File: src/logic/wdc_regs.vh
`ifndef WDC_REGS_VH
`define WDC_REGS_VH

// register indices; byte address is four times the index
`define WDC_IDX_CTRL 12'hff0
`define WDC_IDX_UPPER 12'hff1
`define WDC_IDX_HIGH 12'hff2
`define WDC_IDX_LOW 12'hff3
`define WDC_IDX_REFRESH 12'hff4

// unlock codes written to the control index
`define WDC_UNLOCK_FIRST 8'h55
`define WDC_UNLOCK_SECOND 8'haa

// status byte layout at the control index (read side)
`define WDC_STAT_TIMEOUT 7
`define WDC_STAT_SLEEP 6
`define WDC_STAT_ENABLED 5

// reload and counter values
`define WDC_RELOAD_RESET 24'h000400
`define WDC_COUNT_MAX 24'hffffff
`define WDC_NO_REFRESH_AT 24'h000002
`define WDC_TIMEOUT_AT 24'h000001

// timing: oscillator rate and system clock rate in hertz
`define WDC_RC_FREQ_HZ 10000
`define WDC_SYS_FREQ_HZ 10000000
`define WDC_TICK_CYCLES (`WDC_SYS_FREQ_HZ / `WDC_RC_FREQ_HZ)

`endif

File: src/logic/wdc_watchdog.v
`timescale 1ns/1ps
`include "wdc_regs.vh"

module wdc_watchdog #(
   parameter TICK_CYCLES = `WDC_TICK_CYCLES
) (
   input wire clock,
   input wire resetn,
   input wire hsel,
   input wire [31:0] haddr,
   input wire [1:0] htrans,
   input wire hwrite,
   input wire [2:0] hsize,
   input wire [31:0] hwdata,
   input wire hready,
   output wire hreadyout,
   output wire hresp,
   output wire [31:0] hrdata,
   input wire always_on_option,
   input wire timeout_response_option,
   input wire stop_mode,
   output wire wdt_irq_req,
   output wire sys_reset_req,
   output wire stop_recovery_req
);

   // lock sequence states
   localparam [2:0] LK_IDLE = 3'd0;
   localparam [2:0] LK_GOT55 = 3'd1;
   localparam [2:0] LK_OPEN = 3'd2;
   localparam [2:0] LK_GOTU = 3'd3;
   localparam [2:0] LK_GOTH = 3'd4;

   // divider end point; the counter is 16 bits, so the top of the difference is cut on purpose
   localparam [31:0] TICK_FULL = TICK_CYCLES - 1;
   localparam [15:0] TICK_LAST = TICK_FULL[15:0];

   // index match on the word address
   function hit;
      input [11:0] idx;
      input [11:0] want;
      begin
         hit = (idx == want);
      end
   endfunction

   reg dp_wr_r;
   reg [11:0] dp_idx_r;
   reg [31:0] hrdata_r;
   reg [2:0] lock_r;
   reg [2:0] lock_nxt;
   reg [7:0] stage_u_r;
   reg [7:0] stage_h_r;
   reg [23:0] reload_r;
   reg [23:0] count_r;
   reg [23:0] count_nxt;
   reg enabled_r;
   reg strap_done_r;
   reg resp_reset_r;
   reg [15:0] div_r;
   reg flag_to_r;
   reg flag_sleep_r;
   reg irq_r;
   reg rst_r;
   reg rec_r;

   wire ap_valid;
   wire rd_acc;
   wire [11:0] ap_idx;
   wire [7:0] wbyte;
   wire wr_ctrl;
   wire wr_upper;
   wire wr_high;
   wire wr_low;
   wire refresh_evt;
   wire ao_evt;
   wire resp_reset;
   wire tick;
   wire refresh_ok;
   wire timeout_evt;
   wire status_rd;

   // zero-wait slave: every transfer completes in its first data cycle
   assign hreadyout = 1'b1;
   assign hresp = 1'b0;
   assign hrdata = hrdata_r;

   assign ap_valid = hsel & hready & htrans[1];
   assign rd_acc = ap_valid & ~hwrite;
   assign ap_idx = haddr[13:2];
   assign wbyte = hwdata[7:0];

   // writes act in the data phase, when hwdata is valid
   assign wr_ctrl = dp_wr_r & hit(dp_idx_r, `WDC_IDX_CTRL);
   assign wr_upper = dp_wr_r & hit(dp_idx_r, `WDC_IDX_UPPER);
   assign wr_high = dp_wr_r & hit(dp_idx_r, `WDC_IDX_HIGH);
   assign wr_low = dp_wr_r & hit(dp_idx_r, `WDC_IDX_LOW);
   assign refresh_evt = dp_wr_r & hit(dp_idx_r, `WDC_IDX_REFRESH);
   assign status_rd = rd_acc & hit(ap_idx, `WDC_IDX_CTRL);

   // bus address phase capture
   always @(posedge clock or negedge resetn) begin
      if (!resetn) begin
         dp_wr_r <= 1'b0;
         dp_idx_r <= 12'h000;
      end else begin
         dp_wr_r <= ap_valid & hwrite;
         dp_idx_r <= ap_idx;
      end
   end

   // read data is latched at the address phase so it stands in the data phase
   always @(posedge clock or negedge resetn) begin
      if (!resetn) begin
         hrdata_r <= 32'h00000000;
      end else if (rd_acc) begin
         hrdata_r <= 32'h00000000;
         if (hit(ap_idx, `WDC_IDX_CTRL)) begin
            hrdata_r[`WDC_STAT_TIMEOUT] <= flag_to_r;
            hrdata_r[`WDC_STAT_SLEEP] <= flag_sleep_r;
            hrdata_r[`WDC_STAT_ENABLED] <= enabled_r;
         end else if (hit(ap_idx, `WDC_IDX_UPPER)) begin
            hrdata_r[7:0] <= count_r[23:16];
         end else if (hit(ap_idx, `WDC_IDX_HIGH)) begin
            hrdata_r[7:0] <= count_r[15:8];
         end else if (hit(ap_idx, `WDC_IDX_LOW)) begin
            hrdata_r[7:0] <= count_r[7:0];
         end
      end
   end

   // lock sequence; any write that breaks the order drops back to idle, except 55h to the control index, which restarts it
   always @* begin
      lock_nxt = lock_r;
      if (dp_wr_r) begin
         lock_nxt = LK_IDLE;
         case (lock_r)
            LK_IDLE: begin
               if (wr_ctrl && wbyte == `WDC_UNLOCK_FIRST)
                  lock_nxt = LK_GOT55;
            end
            LK_GOT55: begin
               if (wr_ctrl && wbyte == `WDC_UNLOCK_SECOND)
                  lock_nxt = LK_OPEN;
               else if (wr_ctrl && wbyte == `WDC_UNLOCK_FIRST)
                  lock_nxt = LK_GOT55;
            end
            LK_OPEN: begin
               if (wr_upper)
                  lock_nxt = LK_GOTU;
            end
            LK_GOTU: begin
               if (wr_high)
                  lock_nxt = LK_GOTH;
            end
            LK_GOTH: begin
               lock_nxt = LK_IDLE;
            end
            default: begin
               lock_nxt = LK_IDLE;
            end
         endcase
         // a fresh 55h always restarts the sequence
         if (lock_r != LK_GOT55 && wr_ctrl && wbyte == `WDC_UNLOCK_FIRST)
            lock_nxt = LK_GOT55;
      end
   end

   // control writes carry no stored bits: only the lock state moves
   always @(posedge clock or negedge resetn) begin
      if (!resetn)
         lock_r <= LK_IDLE;
      else
         lock_r <= lock_nxt;
   end

   // reload bytes are staged and committed together on the low byte write,
   // so a refresh in mid-sequence never loads a half-updated value
   always @(posedge clock or negedge resetn) begin
      if (!resetn) begin
         stage_u_r <= 8'h00;
         stage_h_r <= 8'h00;
         reload_r <= `WDC_RELOAD_RESET;
      end else begin
         if (wr_upper && lock_r == LK_OPEN)
            stage_u_r <= wbyte;
         if (wr_high && lock_r == LK_GOTU)
            stage_h_r <= wbyte;
         if (wr_low && lock_r == LK_GOTH)
            reload_r <= {stage_u_r, stage_h_r, wbyte};
      end
   end

   // option straps are caught on the first edge after reset release
   always @(posedge clock or negedge resetn) begin
      if (!resetn) begin
         strap_done_r <= 1'b0;
         resp_reset_r <= 1'b0;
      end else if (!strap_done_r) begin
         strap_done_r <= 1'b1;
         resp_reset_r <= timeout_response_option;
      end
   end

   assign ao_evt = ~strap_done_r & always_on_option & ~enabled_r;
   assign resp_reset = strap_done_r ? resp_reset_r : timeout_response_option;

   // oscillator tick from a divider; no debug input stops it
   always @(posedge clock or negedge resetn) begin
      if (!resetn)
         div_r <= 16'h0000;
      else if (div_r == TICK_LAST)
         div_r <= 16'h0000;
      else
         div_r <= div_r + 16'h0001;
   end

   assign tick = (div_r == TICK_LAST);

   // refresh is refused once the count is down to two
   assign refresh_ok = refresh_evt &
                       (~enabled_r | (count_r > `WDC_NO_REFRESH_AT));
   assign timeout_evt = enabled_r & tick & ~refresh_ok &
                        (count_r <= `WDC_TIMEOUT_AT);

   // next count: load, refresh, reload (reset mode) or wrap (interrupt mode) after time-out, or step down
   always @* begin
      count_nxt = count_r;
      if (refresh_ok || ao_evt) begin
         count_nxt = reload_r;
      end else if (enabled_r && tick) begin
         if (count_r <= `WDC_TIMEOUT_AT) begin
            if (resp_reset)
               count_nxt = reload_r;
            else
               count_nxt = `WDC_COUNT_MAX;
         end else begin
            count_nxt = count_r - 24'h000001;
         end
      end
   end

   // counter and enable; nothing but reset clears the enable
   always @(posedge clock or negedge resetn) begin
      if (!resetn) begin
         count_r <= `WDC_RELOAD_RESET;
         enabled_r <= 1'b0;
      end else begin
         count_r <= count_nxt;
         if (refresh_evt || ao_evt)
            enabled_r <= 1'b1;
      end
   end

   // status flags: a time-out in the same cycle as a status read wins
   always @(posedge clock or negedge resetn) begin
      if (!resetn) begin
         flag_to_r <= 1'b0;
         flag_sleep_r <= 1'b0;
      end else begin
         if (timeout_evt)
            flag_to_r <= 1'b1;
         else if (status_rd)
            flag_to_r <= 1'b0;
         if (timeout_evt && stop_mode)
            flag_sleep_r <= 1'b1;
         else if (status_rd)
            flag_sleep_r <= 1'b0;
      end
   end

   // time-out responses, one-cycle pulses from flip-flops
   always @(posedge clock or negedge resetn) begin
      if (!resetn) begin
         irq_r <= 1'b0;
         rst_r <= 1'b0;
         rec_r <= 1'b0;
      end else begin
         irq_r <= timeout_evt & ~resp_reset;
         rst_r <= timeout_evt & resp_reset & ~stop_mode;
         rec_r <= timeout_evt & stop_mode;
      end
   end

   assign wdt_irq_req = irq_r;
   assign sys_reset_req = rst_r;
   assign stop_recovery_req = rec_r;

endmodule

File: config.mk
export PLATFORM = sky130hd
export DESIGN_NAME = wdc_watchdog
export DESIGN_NICKNAME = d
export VERILOG_FILES = /design/src/logic/wdc_watchdog.v
export VERILOG_INCLUDE_DIRS = /design/src /design/src/logic
export SDC_FILE = /design/constraint.sdc
export NUM_CORES = 1
export LEC_CHECK = 0
export BUFFER_PORTS_ARGS = -buffer_cell sky130_fd_sc_hd__buf_4
export CAP_MARGIN = 10
export CORE_ASPECT_RATIO = 1.75
export CORE_MARGIN = 2
export CORE_UTILIZATION = 50
export DETAILED_ROUTE_END_ITERATION = 10
export PLACE_DENSITY = 0.78
export SETUP_SLACK_MARGIN = 0.15
export SYNTH_ARGS = -nofsm -noshare
export SYNTH_HDL_FRONTEND = slang
export SYNTH_SLANG_ARGS = --single-unit
export TNS_END_PERCENT = 1
File: constraint.sdc
create_clock -name clock -period 2.6 [get_ports clock]
set_input_delay 0.13 -clock clock [delete_from_list [all_inputs] [get_ports clock]]
set_output_delay 0.13 -clock clock [all_outputs]
set_load 0.01 [all_outputs]
==> results.toml <==
[timing]
finalCriticalPeriod_ps = 2694
slew_headroom_pct = 55.00
fin_crit_sh_pct = 103.6
fmaxAchievable_mhz = 371.2
hold_viol_final = 0
maxSlewViolCount = 0
tightest_slew_ps = 668.8
rsz0062_at_grt = "true"
setup_slack_ps = -93.72
final.setup.tns_ps = -298.1
skew_ps = 11.04
setup_viol = 7

[synthesis]
synth_edf_count = 0
async_flop_share_pct = 100.0
yosysSeqAreaShare_pct = 51.53
synth_flop_cell = "dfrtp_1"
yosys_warnings = 0
syn_area_per_cell_sq_um = 10.95
postSynthCellCount = 497
synth_seq_cells = 112
ys_types = 59
syn_area_sq_um = 5444

[critical_path]
start_kind = "flop"
r2r_cells = 8
end_kind = "flop"
path_class = "flop to flop"
worstReg2RegEnd = "count_r[0]"
crit_path_max_fanout = 4
arrival_ps = 2930
r2r_slack_ps = -90
r2r_start = "div_r[14]"
crit_required_ps = 2840

[global_routing]
grt_pass1_vias = 4426
grt_first_pass_wirelength_mm = 22.87
grtUsageTotal_pct = 25.07
grt_max_degree = 43
antenna_found_initial = 0
grt_overflow = 0

[detailed_routing]
routed_wl_mm = 14.19
ant_nets = 0
wl_met3_um = 611
via_count = 4272
drt_pass1_iterations = 5
wl_met2_mm = 7.870
drc = 0
drtIter0Drc = 294
routedWlPerCell_um = 19.63
wl_met1_mm = 5.086
viasPerCell = 5.909
highest_layer = "met4"

[flow_run]
cap_violations = 0

[clocking]
cts_tree = "yes"
clk_latency_ps = 360
clock_sinks = 112
numCtsBuffers = 9
h-tree-depth = 3
clk_path_buf_depth = 2
clk_pin_slew_ps = 70
cts-root-buf = "clkbuf_16"

[power_and_ir_drop]
power.density_nw_per_um2 = 508.9
p_leak_nw = 3.099
vdd_drop_max_v = 0.0004650
power.total_mw = 3.359

[min_path]
hold_path.class = "primary input to flop"
worstHoldPathCells = 1
worstHoldStart = "haddr[2]"
hold_end = "dp_idx_r[0]"

[placement]
dp_hpwl_mm = 10.55
port_buffers = 39
place_congestion = 1.036
dp.cells = 690

[die]
core-area_sq_um = 10640
rows = 50
start_util_pct = 51.19
boundaryPins = 114
fp.dieW_um = 82.88
die-area_sq_um = 11770
die_height_um = 142.0

[layout]
syn2layout_area_growth_pct = 21.24
layout_common_cells = "dfrtp_1, buf_4, nor2_1, mux2_2, nand2_1"
mostFrequentLayoutCell = "dfrtp_1"
drive_above_1_share_pct = 28.84
final_util_pct = 62.06
stdcell_count = 723
nets = 669
nFillCells = 833
diodes = 0

[outcome]
status = "finished, violations left"
failed_checks = "setup timing"
-- through the flow --
step,worst slack [ps],hold slack [ps],cell area (sq um)
after floorplan,57.11,-165.6,5538
after global placement,57.88,153.5,6080
after detailed placement,-20.02,156.5,6080
after CTS,12.57,7.363,6546
after global routing,-134.2,13.34,6600
final,-93.72,20.37,6600
-- cells in the mapped netlist (all sizes together), types with 9 or more instances --
| master | number | share of area (%) |
|---|---|---|
| dfrtp | 110 | 51 |
| nor2 | 52 | 3.6 |
| mux2 | 46 | 9.5 |
| buf | 33 | 4.3 |
| nand2 | 33 | 2.3 |
| a21oi | 20 | 1.8 |
| o21ai | 17 | 1.6 |
| nand3 | 14 | 1.3 |
| a31oi | 11 | 1.7 |
| clkbuf | 11 | 0.76 |
| nand4 | 11 | 1.3 |
| o32ai | 10 | 1.6 |
| nor3 | 9 | 1.2 |
| nor4 | 9 | 1.0 |
-- repair_timing --
item / 4_1_cts / 5_1_grt
resized for setup: 1 / 14
buffers inserted: 3 / 1
setup endpoints to repair: 21 / 28
endpoints found under the hold margin: 50 / 0
gates cloned: 0 / 0
pin swaps: 0 / 14
hold buffers: 13 / 0
-- cell type report --
class	count	area, sq um	area share [%]
multi-input cells	358	2465	37.35
flip-flops and latches	112	2805	42.50
well taps	130	162.7	2.464
clock buffers	10	239.0	3.621
clock inverters	6	70.07	1.062
repair buffers	99	828.3	12.55
inverters	8	30.03	0.4550
-- sequential cells by signal (all words and copies together) (netlist names) --
| name | cells |
|---|---|
| wdt_irq_req | 1 |
| stage_u_r | 8 |
| hrdata | 8 |
| flag_to_r | 1 |
| reload_r | 24 |
| count_r | 24 |
| dp_wr_r | 1 |
| dp_idx_r | 12 |
| enabled_r | 1 |
| flag_sleep_r | 1 |
| stage_h_r | 8 |
| strap_done_r | 1 |
| resp_reset_r | 1 |
| sys_reset_req | 1 |
| lock_r | 3 |
| div_r | 16 |
| stop_recovery_req | 1 |
-- kinds of logic (layout without fill, tap and decap cells) --
group	after synthesis	in the layout	share of synthesized area, %
other	2	27	0.1380
buffers and inverters	52	123	5.585
DFF	112	112	51.53
adders and majority gates	4	4	0.9194
muxes	50	50	10.94
xor gates and xnor gates	12	12	1.931
AOI/OAI and AO/OA	92	92	11.84
and+or+nand+nor	173	173	17.12
-- how the worst max path moves through the flow --
stage                    from  cells past startpoint     endpoint  slack (ps)
finish              div_r[14]                      8   count_r[0]         -90
global route        div_r[14]                      9   count_r[8]        -130
CTS                 div_r[13]                      8  count_r[14]          10
detailed placement  div_r[13]                      7  count_r[18]         -20
global placement    div_r[13]                      9  count_r[17]          60
floorplan            div_r[3]                      8  count_r[23]          60
-- worst max-delay path, stage by stage, from the launching register on --
cell and delay, ps:
dfrtp_1 380, or4b_4 520, or4_4 540, nor4b_4 290
buf_4 190, nand2_4 80, a31oi_4 220, a21oi_1 160
o22a_1 190
-- routing by layer --
| metal | vias up | track usage [%] |
|---|---|---|
| li1 | 1946 | - |
| met1 | 2120 | 26.90 |
| met2 | 162 | 46.39 |
| met3 | 44 | 4.176 |
| met4 | 0 | 13.72 |
| met5 | - | 0 |
-- power breakdown --
group	switching [mW]	internal [mW]	total, mW
Clock	0.694	0.714	1.41
Combinational	0.0982	0.0685	0.167
Sequential	0.0158	1.77	1.78
Note: power is estimated with default switching activity, not from simulation.
